## src/pet_pkg.sv

```systemverilog
// Package for the practice-mode timing-error block.
// Assumes a 25 MHz core clock; both counters count in tenth-second ticks, the debounce in cycles.
package pet_pkg;
  // Core clock rate and the tenth-second tick derived from it.
  localparam int unsigned CLK_HZ        = 25000000;
  localparam int unsigned TICK_MS       = 100;
  localparam int unsigned TICK_CYCLES   = CLK_HZ / 1000 * TICK_MS;
  // Twelve hours in tenth-second ticks, the wrap point of both counters.
  localparam int unsigned TWELVE_H_TICKS = 12 * 3600 * 10;
  localparam int          CNT_W         = 19;
  // One hour in tenth-second ticks; the zero-hour flag does not use it.
  localparam int unsigned HOUR_TICKS    = 36000;
  // Value of the practice-mode flag after reset.
  localparam logic        PRACTICE_RST  = 1'b0;
  // Switch debounce time in milliseconds and in cycles.
  localparam int unsigned DEB_MS        = 20;
  localparam int unsigned DEB_CYCLES    = CLK_HZ / 1000 * DEB_MS;
  // Rotary switch positions.
  typedef enum logic [2:0] {
    PET_ROT_ADJUST,
    PET_ROT_NEXT_SPEED,
    PET_ROT_CALC_TIME,
    PET_ROT_ODOMETER,
    PET_ROT_OTHER
  } pet_rot_t;
  // Auxiliary display source.
  typedef enum logic [1:0] {
    PET_AUX_NORMAL,
    PET_AUX_ERROR,
    PET_AUX_AUX_CALC
  } pet_aux_t;
endpackage

```

## src/pet_top.sv

```systemverilog
// Practice-mode timing-error logic: event timer, calculated-time counter,
// error, split capture and auxiliary display routing.
// Assumes front-panel switches are asynchronous and the odometer and
// calculated-time advance come from elsewhere as same-clock pulses.
//
// Contract
// - Power-up with shift and minus-ones toggles practice.
// - Practice replaces clock with twelve-hour event timer.
// - Practice replaces calc time with counter from zero.
// - First hour shows as zero, not twelve.
// - Error routed to aux on time selector at rotary adjust, next speed, calc time or odometer.
// - Aux error magnitude equals driver error magnitude, except while a split freezes the aux copy.
// - Practice hides auxiliary calc time from aux.
// - Without practice, error only when split, next speed.
// - In practice, reset while viewing error clears timers and odometer.
// - Held reset keeps timers and odometer at zero until release.
// - Split captures distance, elapsed and perfect time.
`timescale 1ns/1ps
`default_nettype none
module pet_top #(
  parameter int unsigned TICK     = pet_pkg::TICK_CYCLES,
  parameter int unsigned DEBOUNCE = pet_pkg::DEB_CYCLES,
  parameter int          ODO_W    = 20
) (
  // Clock and reset.
  input  wire logic                      ref_clk,
  input  wire logic                      reset_n,
  // Front-panel switches, asynchronous.
  input  wire logic                      shift_sw,
  input  wire logic                      ones_minus_sw,
  input  wire logic                      reset_sw,
  input  wire logic                      split_sw,
  input  wire logic                      time_sel_sw,
  input  wire logic [2:0]                rotary_sw,
  // Same-clock events from the rest of the computer.
  input  wire logic                      power_up,
  input  wire logic                      practice_saved,
  input  wire logic                      calc_tick,
  input  wire logic                      odo_pulse,
  input  wire logic                      hundredths_mode,
  // Mode state, for the nonvolatile store.
  output logic                           practice_mode,
  // Counters.
  output logic [pet_pkg::CNT_W-1:0]      event_timer,
  output logic [pet_pkg::CNT_W-1:0]      calc_counter,
  output logic [ODO_W-1:0]               odometer,
  output logic                           show_zero_hour,
  output logic                           max_alt_format,
  // Error, live to the driver and routed to the main auxiliary display.
  output logic                           err_late,
  output logic [pet_pkg::CNT_W-1:0]      err_live,
  output logic [pet_pkg::CNT_W-1:0]      aux_err,
  output logic [1:0]                     aux_src,
  // Split captures.
  output logic                           split_held,
  output logic [ODO_W-1:0]               split_dist,
  output logic [pet_pkg::CNT_W-1:0]      split_elapsed,
  output logic [pet_pkg::CNT_W-1:0]      split_perfect
);
  logic                       rs1_ff;
  logic                       rst_ff;
  logic [23:0]                div_ff;
  logic                       tick_ff;
  logic                       split_d_ff;
  logic                       pwr_done_ff;
  wire                        sh_s;
  wire                        om_s;
  wire                        rs_s;
  wire                        sp_s;
  wire                        ts_s;
  logic [2:0]                 r1_ff;
  logic [2:0]                 r2_ff;
  logic [2:0]                 r3_ff;
  logic [2:0]                 rot_ff;
  wire  [ODO_W-1:0]           nxt_odometer;
  wire  [pet_pkg::CNT_W-1:0]  et_w;
  wire  [pet_pkg::CNT_W-1:0]  ct_w;

  // Reset release through two flip-flops.
  always_ff @(posedge ref_clk or negedge reset_n) begin
    if (!reset_n) begin
      rs1_ff <= 1'b0;
      rst_ff <= 1'b0;
    end else begin
      rs1_ff <= 1'b1;
      rst_ff <= rs1_ff;
    end
  end

  // Debounced switch levels. Each toggle switch gets its own synchroniser so
  // contact bounce on one never disturbs the others.
  pet_sync #(
    .DEB    (DEBOUNCE)
  ) u_sh (
    .clk    (ref_clk),
    .rst_n  (rst_ff),
    .sw_in  (shift_sw),
    .sw_out (sh_s)
  );
  pet_sync #(
    .DEB    (DEBOUNCE)
  ) u_om (
    .clk    (ref_clk),
    .rst_n  (rst_ff),
    .sw_in  (ones_minus_sw),
    .sw_out (om_s)
  );
  pet_sync #(
    .DEB    (DEBOUNCE)
  ) u_rs (
    .clk    (ref_clk),
    .rst_n  (rst_ff),
    .sw_in  (reset_sw),
    .sw_out (rs_s)
  );
  pet_sync #(
    .DEB    (DEBOUNCE)
  ) u_sp (
    .clk    (ref_clk),
    .rst_n  (rst_ff),
    .sw_in  (split_sw),
    .sw_out (sp_s)
  );
  pet_sync #(
    .DEB    (DEBOUNCE)
  ) u_ts (
    .clk    (ref_clk),
    .rst_n  (rst_ff),
    .sw_in  (time_sel_sw),
    .sw_out (ts_s)
  );

  // Rotary code passes two plain flip-flops, then must read the same on two
  // samples before it is used. A code caught between positions could select
  // the error view for a cycle and let a held reset clear the counters.
  always_ff @(posedge ref_clk or negedge rst_ff) begin
    if (!rst_ff) begin
      r1_ff  <= 3'h0;
      r2_ff  <= 3'h0;
      r3_ff  <= 3'h0;
      rot_ff <= 3'h0;
    end else begin
      r1_ff <= rotary_sw;
      r2_ff <= r1_ff;
      r3_ff <= r2_ff;
      if (r2_ff == r3_ff) begin
        rot_ff <= r3_ff;
      end
    end
  end

  // True when the settled rotary code names the given position.
  function automatic logic rot_is(input logic [2:0] code, input pet_pkg::pet_rot_t pos);
    return code == 3'(pos);
  endfunction

  // Display decode.
  wire rot_adj  = rot_is(rot_ff, pet_pkg::PET_ROT_ADJUST);
  wire rot_next = rot_is(rot_ff, pet_pkg::PET_ROT_NEXT_SPEED);
  wire rot_calc = rot_is(rot_ff, pet_pkg::PET_ROT_CALC_TIME);
  wire rot_odo  = rot_is(rot_ff, pet_pkg::PET_ROT_ODOMETER);
  wire rot_err  = rot_adj | rot_next | rot_calc | rot_odo;
  wire view_err = practice_mode ? (ts_s & rot_err)
                                : (ts_s & rot_next & split_held);
  // Reset clears only while the error is being viewed, held until release.
  wire hold_zero = practice_mode & rs_s & view_err;
  wire split_rise = sp_s & ~split_d_ff;

  // Tenth-second tick divider.
  always_ff @(posedge ref_clk or negedge rst_ff) begin
    if (!rst_ff) begin
      div_ff  <= 24'h00_0000;
      tick_ff <= 1'b0;
    end else if (div_ff >= 24'(TICK - 1)) begin
      div_ff  <= 24'h00_0000;
      tick_ff <= 1'b1;
    end else begin
      div_ff  <= div_ff + 24'h00_0001;
      tick_ff <= 1'b0;
    end
  end

  // Event timer and calculated-time counter; both wrap at twelve hours.
  pet_cnt u_et (
    .clk   (ref_clk),
    .rst_n (rst_ff),
    .tick  (tick_ff),
    .run   (practice_mode),
    .clear (hold_zero),
    .count (et_w)
  );
  pet_cnt u_ct (
    .clk   (ref_clk),
    .rst_n (rst_ff),
    .tick  (calc_tick),
    .run   (practice_mode),
    .clear (hold_zero),
    .count (ct_w)
  );

  // Practice flag toggles once per power-up if both switches are held.
  always_ff @(posedge ref_clk or negedge rst_ff) begin
    if (!rst_ff) begin
      practice_mode <= pet_pkg::PRACTICE_RST;
      pwr_done_ff   <= 1'b0;
    end else if (power_up && !pwr_done_ff) begin
      pwr_done_ff   <= 1'b1;
      practice_mode <= (sh_s && om_s) ? ~practice_saved : practice_saved;
    end
  end

  // Error magnitude, shared by driver and auxiliary views, and sign for the driver only.
  function automatic logic [pet_pkg::CNT_W-1:0] abs_gap(
    input logic [pet_pkg::CNT_W-1:0] a,
    input logic [pet_pkg::CNT_W-1:0] b
  );
    return (a > b) ? (a - b) : (b - a);
  endfunction
  wire                       late_w = (et_w > ct_w);
  wire [pet_pkg::CNT_W-1:0]  mag_w  = abs_gap(et_w, ct_w);

  // Counter mirrors and display flags, one register stage behind the counters.
  always_ff @(posedge ref_clk or negedge rst_ff) begin
    if (!rst_ff) begin
      event_timer    <= '0;
      calc_counter   <= '0;
      show_zero_hour <= 1'b0;
      max_alt_format <= 1'b0;
    end else begin
      event_timer    <= et_w;
      calc_counter   <= ct_w;
      show_zero_hour <= practice_mode;
      max_alt_format <= practice_mode & hundredths_mode;
    end
  end

  // Live error for the driver's display; a split never freezes it.
  always_ff @(posedge ref_clk or negedge rst_ff) begin
    if (!rst_ff) begin
      err_late <= 1'b0;
      err_live <= '0;
    end else begin
      err_late <= late_w;
      err_live <= mag_w;
    end
  end

  // Odometer; a held reset wins over a count pulse in the same cycle.
  assign nxt_odometer = hold_zero ? '0
                      : (odo_pulse ? odometer + 1'b1 : odometer);
  always_ff @(posedge ref_clk or negedge rst_ff) begin
    if (!rst_ff) begin
      odometer <= '0;
    end else begin
      odometer <= nxt_odometer;
    end
  end

  // Split captures. The distance is taken from the odometer's next value, while
  // the counter values are taken as they stand before the same edge; a pulse
  // landing on the split edge is then in the distance but not in the two times.
  always_ff @(posedge ref_clk or negedge rst_ff) begin
    if (!rst_ff) begin
      split_held    <= 1'b0;
      split_d_ff    <= 1'b0;
      split_dist    <= '0;
      split_elapsed <= '0;
      split_perfect <= '0;
    end else begin
      split_d_ff <= sp_s;
      if (split_rise) begin
        split_held    <= ~split_held;
        split_dist    <= nxt_odometer;
        split_elapsed <= et_w;
        split_perfect <= ct_w;
      end
    end
  end

  // The auxiliary error follows the live error until a split freezes it; the
  // edge that starts or ends a split loads the live value.
  wire aux_frozen = split_held & ~split_rise;
  always_ff @(posedge ref_clk or negedge rst_ff) begin
    if (!rst_ff) begin
      aux_err <= '0;
    end else if (!aux_frozen) begin
      aux_err <= mag_w;
    end
  end

  // Practice mode gives the aux position to the error, never aux calc time.
  always_ff @(posedge ref_clk or negedge rst_ff) begin
    if (!rst_ff) begin
      aux_src <= 2'h0;
    end else if (view_err) begin
      aux_src <= 2'(pet_pkg::PET_AUX_ERROR);
    end else if (ts_s && !practice_mode) begin
      aux_src <= 2'(pet_pkg::PET_AUX_AUX_CALC);
    end else begin
      aux_src <= 2'(pet_pkg::PET_AUX_NORMAL);
    end
  end
endmodule
`default_nettype wire

```

## src/pet_sync.sv

```systemverilog
// Two-flop synchroniser with a stable-level debounce for a front-panel switch.
// Assumes the switch is asynchronous to ref_clk.
`timescale 1ns/1ps
`default_nettype none
module pet_sync #(
  parameter int unsigned DEB = pet_pkg::DEB_CYCLES
) (
  // Clock and reset.
  input  wire logic clk,
  input  wire logic rst_n,
  // Switch level in and debounced level out.
  input  wire logic sw_in,
  output logic      sw_out
);
  logic        s1_ff;
  logic        s2_ff;
  logic [19:0] cnt_ff;
  wire         same = (s2_ff == sw_out);

  // Synchronise, then accept a new level after it has stood for DEB cycles.
  always_ff @(posedge clk or negedge rst_n) begin
    if (!rst_n) begin
      s1_ff  <= 1'b0;
      s2_ff  <= 1'b0;
      cnt_ff <= 20'h0_0000;
      sw_out <= 1'b0;
    end else begin
      s1_ff <= sw_in;
      s2_ff <= s1_ff;
      if (same) begin
        cnt_ff <= 20'h0_0000;
      end else if (cnt_ff >= 20'(DEB - 1)) begin
        cnt_ff <= 20'h0_0000;
        sw_out <= s2_ff;
      end else begin
        cnt_ff <= cnt_ff + 20'h0_0001;
      end
    end
  end
endmodule
`default_nettype wire

```

## src/pet_cnt.sv

```systemverilog
// Twelve-hour tenth-second counter with clear, hold-at-zero and wrap.
// Assumes tick is a one-cycle enable on clk, from the owner's divider or from another same-clock source.
`timescale 1ns/1ps
`default_nettype none
module pet_cnt #(
  parameter int unsigned WRAP = pet_pkg::TWELVE_H_TICKS
) (
  // Clock and reset.
  input  wire logic                     clk,
  input  wire logic                     rst_n,
  // Control.
  input  wire logic                     tick,
  input  wire logic                     run,
  input  wire logic                     clear,
  // Count.
  output logic [pet_pkg::CNT_W-1:0]     count
);
  // Clear holds zero; otherwise count on each tick while run is set and wrap at twelve hours.
  always_ff @(posedge clk or negedge rst_n) begin
    if (!rst_n) begin
      count <= '0;
    end else if (clear) begin
      count <= '0;
    end else if (tick && run) begin
      count <= (count >= pet_pkg::CNT_W'(WRAP - 1)) ? '0 : count + 1'b1;
    end
  end
endmodule
`default_nettype wire

```

## config.mk

```make
export PLATFORM = sky130hd
export DESIGN_NAME = pet_top
export DESIGN_NICKNAME = d
export VERILOG_FILES = /design/src/pet_pkg.sv /design/src/pet_top.sv /design/src/pet_sync.sv /design/src/pet_cnt.sv
export SDC_FILE = /design/constraint.sdc
export NUM_CORES = 1
export LEC_CHECK = 0
export ABC_AREA = 1
export BUFFER_PORTS_ARGS = -buffer_cell sky130_fd_sc_hd__buf_2
export CAP_MARGIN = 0
export CORE_MARGIN = 8
export CORE_UTILIZATION = 35
export DETAILED_ROUTE_END_ITERATION = 8
export SYNTH_ARGS = -nofsm -noshare
export SYNTH_HDL_FRONTEND = slang
export SYNTH_SLANG_ARGS = --single-unit
```

## constraint.sdc

```tcl
create_clock -name ref_clk -period 11.4 [get_ports ref_clk]
set_input_delay 0 -clock ref_clk [delete_from_list [all_inputs] [get_ports ref_clk]]
set_output_delay 0 -clock ref_clk [all_outputs]
set_load 0.01 [all_outputs]
```

==> results.py, run 1 <==
metrics = {
    "run_status": {
        "outcome": "complete, no violations",
    },
    "pwr": {
        "ir_worst_vdd_mv": 0.1011,
        "p_per_area_mw_per_mm2": 220.9,
        "leakage_nw": 10.15,
    },
    "worst_setup_path": {
        "critPathKind": "reg -> reg",
        "path_delay_family": "simple AND/OR/NAND/NOR gates",
        "cpMostUsedCell": "nand2_1",
        "critPathArrivalTime_ns": 3.25,
        "crit_slowest_cell": "dfrtp_1",
        "max_stage_delay_ns": 0.52,
        "start_kind": "flip-flop",
        "path_cells": "inv_1, ha_1, nand2_1, nor2_2, inv_2, nor3_4, nand4_2, nand2_4, inv_6, nand2_1, nand2_2, nand2_1, nand2_1",
        "cp.buffers_inverters": 3,
        "crit_fanout": 21,
        "worstPathRequired_ns": 11.84,
        "end_kind": "flip-flop",
    },
    "worst_hold_path": {
        "hp-class": "in -> reg",
    },
    "cts": {
        "cts_buffer_depth": 3,
        "cts-root-buf": "clkbuf_16",
        "clock_latency_ns": 0.57,
        "path_clk_slew_ns": 0.06,
        "tritoncts": "built",
        "cts_made_buffers": 41,
        "htree_levels": 2,
        "cts.sinks": 355,
    },
    "timing": {
        "finalWorstSetupSlack_ns": 8.589,
        "slew_viol_final": 0,
        "rsz0062_at_grt": "no",
        "worst_pin_slew_ns": 0.9579,
        "fin_setup_tns_ns": 0,
        "finalHoldViolCount": 0,
        "clock_skew_ns": 0.01519,
        "max_freq_mhz": 355.7,
        "fin_crit_sh_pct": 24.66,
        "finalSetupViolCount": 0,
        "slew_headroom_pct": 36.14,
        "period_needed_ns": 2.811,
    },
    "cells_and_area": {
        "syn2layout_area_growth_pct": 16.65,
        "final_nets": 2414,
        "drive_above_1_share_pct": 13.37,
        "final_cell_mix": "543 x nand2_1, 354 x dfrtp_1, 252 x inv_1",
        "final_common_cell": "nand2_1",
        "diodes": 0,
        "fillers": 5122,
    },
    "synthesis": {
        "yosysWarnings": 0,
        "ys_types": 52,
        "avgSynthCellArea_um2": 8.289,
        "syn_inst": 2157,
        "yosysSeqAreaShare_pct": 49.69,
        "synth_edf_count": 0,
        "ys_seq_elements": 355,
        "synth_flop_cell": "dfrtp_1",
        "postSynth.asyncResetShare_pct": 100.0,
        "syn_area_mm2": 0.01788,
    },
    "placed_design": {
        "post-place-ws_ns": 8.590,
        "dp_hpwl_um": 37910,
        "gp_congestion": 0.9133,
        "port-buffer-count": 175,
    },
    "drt": {
        "drc_errors": 0,
        "drt-pass1-iter-count": 6,
        "avgRoutedWirePerCell_um": 16.53,
        "dr.first_iter.drc_count": 1096,
        "viasPerCell": 4.907,
        "drtAntennaViolNets": 0,
        "via_count": 15010,
        "routed_wl_um": 50570,
    },
    "global_route": {
        "grt_pass1_vias": 14570,
        "antenna_found_initial": 1,
        "grt_pass1_wl_um": 80520,
        "grt_max_degree": 162,
        "gr-total-overflow": 0,
        "track_usage_pct": 16.89,
    },
    "floorplan": {
        "initial_core_util_pct": 35.14,
        "die_area_mm2": 0.05857,
        "row_count": 83,
        "io_pins": 176,
        "die_height_um": 242.0,
        "core_area_mm2": 0.05089,
        "die_w_um": 242.0,
    },
    "job": {
        "timing.max_cap.violations": 0,
    },
}
-- layer usage --
metal	wire length, um	track usage (%)	vias up	part of all wire, %
met3	2858	3.340	81	5.7
met5	0	0	-	0
met2	23600	27.33	432	47
li1	-	-	7275	-
met1	22840	22.83	7221	45
met4	1270	4.736	0	2.5
-- cells in the mapped netlist, types with 2 or more instances --
library cell  count  share of area, %
nor3b_1           7              0.29
a41oi_1           5              0.24
a21oi_1          54               1.5
or2_2             7              0.24
nand3b_1          6              0.25
ha_1             46               3.2
conb_1            2             0.042
xnor2_1          20              0.98
o32ai_1           3              0.15
and2_1            6              0.21
a31o_2            5              0.24
nor2_1          213               4.5
buf_4             3              0.13
clkbuf_2          8              0.22
fa_1              2              0.22
and3_1            8              0.28
nor3_2            5              0.28
nand4_1          41               1.4
clkinv_1          2             0.042
nand2_1         543                11
nor2_2           12              0.42
nor3_1           91               2.5
o21a_1            6              0.25
buf_6             2              0.13
inv_2             7              0.15
o21ai_2           2             0.098
nor2_4            2              0.13
a31oi_1           2             0.070
nor4_1           17              0.59
inv_1           252               5.3
dfrtp_1         355                50
nand3_2           8              0.45
xor2_1           96               4.7
o21bai_1          9              0.38
nand2_2          16              0.56
nand3_1         146               4.1
o21ai_0          91               2.5
nand2_4           8              0.50
buf_2            14              0.39
clkbuf_1         23              0.48
-- through the flow --
stage	util, %	power [mW]	instance area, um2	cells	hold slack (ns)
3_5_place_dp	38.19	3.382	19430	2973	-0.2105
4_1_cts	40.99	4.665	20860	3059	0.04590
5_1_grt	40.99	4.934	20860	3059	0.05494
6_report	40.99	4.608	20860	3059	0.08074
2_1_floorplan	-	2.805	17900	2163	-0.2956
3_3_place_gp	38.19	3.357	19430	2973	-0.2136
-- registers in the layout, indices dropped and copies added, names as in the netlist, 2 cells and up --
signal         count
split_dist        20
div_ff            24
u_et.count        19
calc_counter      19
split_elapsed     19
u_ts.cnt_ff       20
aux_src            2
odometer          20
split_perfect     19
u_om.cnt_ff       20
u_sh.cnt_ff       20
aux_err           19
event_timer       19
r3_ff              3
u_sp.cnt_ff       20
r2_ff              3
rot_ff             3
u_ct.count        19
u_rs.cnt_ff       20
r1_ff              3
err_live          19
-- kinds of logic after synthesis --
kind of cell    share of synthesized area (%)
flops                                   49.69
fa+ha+maj                               3.443
other cells                           0.04200
mux                                   0.05599
buf+inv                                 6.991
compound gates                          5.717
simple gates                            28.38
xor+xnor                                5.682
-- path summary, 6_finish.rpt --
path / start / endpoint / slack (ns) / cells past startpoint
min in group asynchronous: reset_n / rst_ff$_DFF_PN0_ / 0.30 / 3
max: u_et.count[12]$_DFFE_PN0P_ / aux_err[12]$_DFFE_PN0N_ / 8.59 / 13
max reg2reg: u_et.count[12]$_DFFE_PN0P_ / aux_err[12]$_DFFE_PN0N_ / 8.59 / 13
max in group asynchronous: rst_ff$_DFF_PN0_ / aux_err[8]$_DFFE_PN0N_ / 9.46 / 1
min: shift_sw / u_sh.s1_ff$_DFF_PN0_ / 0.08 / 2
min reg2reg: u_sp.s1_ff$_DFF_PN0_ / u_sp.s2_ff$_DFF_PN0_ / 0.34 / 0
-- what timing repair did --
action | 4_1_cts | 5_1_grt
buffers inserted | 0 | 0
hold endpoints to repair | 27 | 0
resized for setup | 0 | 0
hold buffers | 15 | 0
-- cell type report --
class / instances / area [um2] / area share (%)
multi-input cells: 1495 / 7774 / 37.27
inverters: 262 / 989.7 / 4.745
flip-flops and latches: 355 / 8887 / 42.61
well taps: 680 / 850.8 / 4.079
clock inverters: 9 / 65.06 / 0.3120
repair buffers: 196 / 1084 / 5.195
clock buffers: 62 / 1206 / 5.783
-- power breakdown --
part           switching [mW]  leakage [nW]  internal [mW]
registers               0.204          4.63           1.49
logic                    1.12          4.89          0.547
clock network           0.523         0.626          0.730
total                    1.84          10.1           2.77
(Power assumes the default switching activity.)
==> run 2, diff against run 1 <==
==> constraint.sdc (replaced) <==
create_clock -name ref_clk -period 2.4 [get_ports ref_clk]
set_input_delay 0 -clock ref_clk [delete_from_list [all_inputs] [get_ports ref_clk]]
set_output_delay 0 -clock ref_clk [all_outputs]
set_load 0.01 [all_outputs]
==> run 2 against run 1 <==
Compared with the run above:
- fmax grew 26%
- critical path depth shrank 2
- power grew to 5.1 times the previous value
- via count grew 0.55%
- design area grew 4.4%
- setup slack lost 8.4 ns
- first-iteration DRC count grew 3.8%
==> results.py, run 2 (synthesized netlist as in run 1, its figures left out) <==
metrics = {
    "cells_and_area": {
        "finalInstanceArea_mm2": 0.02177,
        "final_common_cell": "nand2_1",
        "final_nets": 2491,
        "diodes": 0,
        "largest_register_ffs": 24,
        "syn2layout_area_growth_pct": 21.77,
        "largest_register": "div_ff",
        "final_cell_mix": "543 x nand2_1, 352 x dfrtp_1, 252 x inv_1",
        "drive_above_1_share_pct": 17.21,
        "instances_no_fill": 3138,
    },
    "global_route": {
        "grt_pass1_vias": 15050,
        "grt_pass1_wl_um": 82280,
        "track_usage_pct": 17.16,
        "gr-total-overflow": 0,
        "antenna_found_initial": 1,
        "grt_max_degree": 84,
    },
    "placed_design": {
        "post-place-ws_ns": 0.08443,
        "placed_cell_area_mm2": 0.02008,
        "gp_congestion": 0.9600,
        "dp_hpwl_um": 39240,
        "dp_cells": 3050,
        "port-buffer-count": 175,
    },
    "worst_hold_path": {
        "worstHoldPathCells": 2,
        "holdCritStartpoint": "shift_sw",
        "hp-class": "in -> reg",
        "hold_end": "u_sh.s1_ff$_DFF_PN0_",
    },
    "cts": {
        "tritoncts": "built",
        "cts_buffer_depth": 3,
        "htree_levels": 2,
        "path_clk_slew_ns": 0.06,
        "cts-root-buf": "clkbuf_16",
        "cts.sinks": 355,
        "cts_made_buffers": 41,
        "clock_latency_ns": 0.56,
    },
    "drt": {
        "avgRoutedWirePerCell_um": 16.24,
        "dr.first_iter.drc_count": 1138,
        "drc_errors": 0,
        "route.met3.wl_um": 3428,
        "drtAntennaViolNets": 0,
        "met2_length_um": 24360,
        "drt-pass1-iter-count": 5,
        "viasPerCell": 4.809,
        "via_count": 15090,
        "routed_wl_um": 50960,
        "wl_met1_um": 21710,
        "top_layer": "met5",
    },
    "worst_setup_path": {
        "worstPathRequired_ns": 2.84,
        "end_kind": "flip-flop",
        "critPathArrivalTime_ns": 2.68,
        "startpoint": "u_et.count[7]$_DFFE_PN0P_",
        "start_kind": "flip-flop",
        "rrSetupSlack_ns": 0.16,
        "rr_worst_depth": 11,
        "crit_fanout": 5,
        "critPathKind": "reg -> reg",
        "regToRegStartpoint": "u_et.count[7]$_DFFE_PN0P_",
        "reg2reg_to": "err_live[17]$_DFF_PN0_",
    },
    "floorplan": {
        "die_area_mm2": 0.05857,
        "die_height_um": 242.0,
        "row_count": 83,
        "io_pins": 176,
        "initial_core_util_pct": 35.14,
        "die_w_um": 242.0,
        "core_area_mm2": 0.05089,
    },
    "timing": {
        "finalWorstSetupSlack_ns": 0.1613,
        "slew_headroom_pct": 54.92,
        "finalHoldViolCount": 0,
        "max_freq_mhz": 446.7,
        "slew_viol_final": 0,
        "clock_skew_ns": 0.01292,
        "finalSetupViolCount": 0,
        "fin_crit_sh_pct": 93.28,
        "worst_pin_slew_ns": 0.6721,
        "period_needed_ns": 2.239,
    },
    "pwr": {
        "p_total_mw": 23.31,
        "ir_worst_vdd_mv": 0.5004,
        "p_per_area_mw_per_mm2": 1070,
        "leakage_nw": 10.64,
    },
    "run_status": {
        "outcome": "complete, no violations",
    },
    "job": {
        "timing.max_cap.violations": 0,
    },
}
[run 2: critical path: stages (launching register included)]
cell     delay, ns
dfrtp_1       0.38
inv_1         0.12
ha_2          0.34
nand2_2       0.15
inv_1         0.08
a21oi_1       0.35
nand3_2       0.22
nand2_1       0.12
nand2_1       0.05
nand2_1       0.06
nand3_1       0.09
and2_1        0.17
[run 2: per-layer routing]
| layer | vias to the layer above | global-route usage, % |
|---|---|---|
| met2 | 362 | 28.59 |
| li1 | 7420 | - |
| met4 | 2 | 5.498 |
| met3 | 93 | 4.145 |
| met5 | - | 0 |
| met1 | 7214 | 21.79 |
[run 2: how the worst max path moves through the flow]
stage                                   to
finish              err_live[17]$_DFF_PN0_
global route        aux_err[5]$_DFFE_PN0N_
CTS                 err_live[17]$_DFF_PN0_
detailed placement  err_live[17]$_DFF_PN0_
global placement    err_live[17]$_DFF_PN0_
floorplan           aux_err[0]$_DFFE_PN0N_
[run 2: where the power goes]
part | switching (mW) | total [mW] | internal [mW] | leakage, nW
sequential | 0.705 | 7.78 | 7.07 | 4.63
combinational | 5.70 | 8.84 | 3.14 | 5.31
clock | 2.56 | 6.68 | 4.12 | 0.705
total | 8.96 | 23.3 | 14.3 | 10.6
[run 2: area by class of cell]
class	count	area, um2
well taps	680	850.8
fillers	5066	29110
clock buffers	51	1135
multi-input cells	1495	7863
repair buffers	273	1724
inverters	262	992.2
clock inverters	22	317.8
flip-flops and latches	355	8890
[run 2: per-stage QoR]
stage          hold WS, ns   TNS, ns  utilization (%)
2_1_floorplan      -0.2956   -390.07                -
3_3_place_gp       -0.2114         0            39.45
3_5_place_dp       -0.2099         0            39.45
4_1_cts            0.04539         0            42.60
5_1_grt            0.05951  -0.02286            42.79
6_report           0.08381         0            42.79
[run 2: repair_timing]
item                                    CTS  global route
setup buffers                             0             0
hold buffers                             15             0
resized for setup                         0            22
endpoints found under the hold margin    32             0
endpoints found under the setup margin    0            26
==> run 3, diff against run 2 <==
--- a/config.mk
+++ b/config.mk
@@ -11,6 +11,7 @@
 export CORE_MARGIN = 8
 export CORE_UTILIZATION = 35
 export DETAILED_ROUTE_END_ITERATION = 8
+export PLACE_DENSITY = 0.58
 export SYNTH_ARGS = -nofsm -noshare
 export SYNTH_HDL_FRONTEND = slang
 export SYNTH_SLANG_ARGS = --single-unit
==> run 3 against run 2 <==
Compared with the run above:
- clock skew grew 0.014 ns
- count of clock-buffer cells in the layout increased by 5
- first-iteration DRC count decreased by 17%
- design area about the same
- sequential cell count unchanged
- setup slack got worse by 0.023 ns
- wire length up 0.75%
- die area is the same
- utilization about the same
- largest cell class unchanged
- largest power group unchanged
==> results.py, run 3 (synthesized netlist as in run 1, its figures left out) <==
metrics = {
    "run_status": {
        "outcome": "complete, no violations",
    },
    "timing": {
        "rsz0062_at_grt": "yes",
        "period_needed_ns": 2.262,
        "fin_crit_sh_pct": 94.25,
        "clock_skew_ns": 0.02660,
        "worst_pin_slew_ns": 0.6997,
        "slew_viol_final": 0,
        "slew_headroom_pct": 53.35,
        "max_freq_mhz": 442.1,
        "finalSetupViolCount": 0,
        "finalHoldViolCount": 0,
    },
    "floorplan": {
        "die_height_um": 242.0,
        "core_area_mm2": 0.05089,
        "die_area_mm2": 0.05857,
        "row_count": 83,
        "io_pins": 176,
        "die_w_um": 242.0,
        "initial_core_util_pct": 35.14,
    },
    "placed_design": {
        "gp_congestion": 0.9551,
        "dp_cells": 3054,
        "placed_cell_area_mm2": 0.02013,
        "dp_hpwl_um": 39690,
        "port-buffer-count": 175,
    },
    "cts": {
        "clock_latency_ns": 0.57,
        "cts.sinks": 355,
        "cts_made_buffers": 42,
        "cts-root-buf": "clkbuf_16",
        "path_clk_slew_ns": 0.06,
        "cts_buffer_depth": 3,
        "htree_levels": 2,
        "tritoncts": "built",
    },
    "global_route": {
        "grt_pass1_vias": 14780,
        "grt_max_degree": 90,
        "track_usage_pct": 17.35,
        "gr-total-overflow": 0,
        "grt_pass1_wl_um": 82680,
        "antenna_found_initial": 1,
    },
    "drt": {
        "avgRoutedWirePerCell_um": 16.30,
        "routed_wl_um": 51340,
        "viasPerCell": 4.756,
        "drtAntennaViolNets": 0,
        "drc_errors": 0,
        "drt-pass1-iter-count": 7,
        "via_count": 14980,
        "dr.first_iter.drc_count": 940,
    },
    "job": {
        "timing.max_cap.violations": 0,
    },
    "cells_and_area": {
        "instances_no_fill": 3150,
        "final_nets": 2501,
        "finalInstanceArea_mm2": 0.02176,
        "largest_register_ffs": 24,
        "drive_above_1_share_pct": 17.25,
        "final_cell_mix": "543 x nand2_1, 351 x dfrtp_1, 252 x inv_1",
        "final_common_cell": "nand2_1",
        "syn2layout_area_growth_pct": 21.71,
        "largest_register": "div_ff",
        "diodes": 0,
    },
    "pwr": {
        "p_per_area_mw_per_mm2": 1059,
        "leakage_nw": 10.65,
        "ir_worst_vdd_mv": 0.6010,
    },
    "worst_setup_path": {
        "crit_fanout": 5,
        "critPathKind": "reg -> reg",
        "end_kind": "flip-flop",
        "worstPathRequired_ns": 2.86,
        "critPathArrivalTime_ns": 2.72,
        "start_kind": "flip-flop",
    },
    "worst_hold_path": {
        "hp-class": "in -> reg",
    },
}
## run 3: path summary, 6_finish.rpt
check                                           from                   endpoint  slack, ns  depth (start not counted)
max                        u_ct.count[9]$_DFFE_PN0P_    aux_err[13]$_DFFE_PN0N_       0.14                         10
min                                     rotary_sw[1]         r1_ff[1]$_DFF_PN0_       0.08                          2
max reg2reg                u_ct.count[9]$_DFFE_PN0P_    aux_err[13]$_DFFE_PN0N_       0.14                         10
min reg2reg                         rst_ff$_DFF_PN0_  u_om.cnt_ff[18]$_DFF_PN0_       0.20                          0
max in group asynchronous           rst_ff$_DFF_PN0_  u_et.count[4]$_DFFE_PN0P_       1.39                          2
min in group asynchronous           rst_ff$_DFF_PN0_  u_om.cnt_ff[18]$_DFF_PN0_       0.20                          0
## run 3: worst max-delay path: stages, from the launching register on
cell and delay [ns]:
dfrtp_1 0.43, ha_2 0.42, nand2_2 0.08, inv_1 0.09
nand3_1 0.18, nor3_1 0.36, nand2_1 0.20, nand3_1 0.13
nand3_1 0.10, nand3_1 0.10, nand2_1 0.07
## run 3: final cells by class
cell class | instances | area (um2)
clock buffer | 56 | 1165
clock inverter | 20 | 216.5
fill | 5127 | 29130
inverter | 262 | 992.2
multi-input combinational | 1495 | 7829
sequential | 355 | 8891
tap | 680 | 850.8
timing repair buffer | 282 | 1817
## run 3: routing by layer
metal / share of wire (%) / track usage (%)
met1: 44 / 22.71
met5: 0 / 0
met4: 2.6 / 4.931
met3: 6.6 / 4.497
met2: 47 / 28.14
## run 3: timing repair
item | in CTS | in global routing
buffers inserted | 0 | 5
hold buffers | 15 | 0
setup endpoints to repair | 0 | 25
endpoints found under the hold margin | 28 | 0
gates resized for setup | 0 | 17
## run 3: where the power goes
part | switching [mW] | leakage, nW | internal (mW)
Clock | 2.60 | 0.673 | 3.76
Combinational | 5.76 | 5.35 | 3.17
Sequential | 0.691 | 4.62 | 7.08
Total | 9.05 | 10.7 | 14.0
## run 3: stage by stage
stage          power, mW  hold WS (ns)  setup TNS [ns]  setup slack (ns)  util (%)
6_report           23.05       0.08099               0            0.1380     42.76
5_1_grt            24.70       0.06603       -0.005711         -0.005711     42.76
3_5_place_dp       16.68       -0.2132               0           0.05125     39.56
4_1_cts            23.21       0.03805               0           0.05403     42.57
2_1_floorplan      13.32       -0.2956         -390.07            -1.105         -
3_3_place_gp       16.63       -0.2145               0           0.07617     39.56
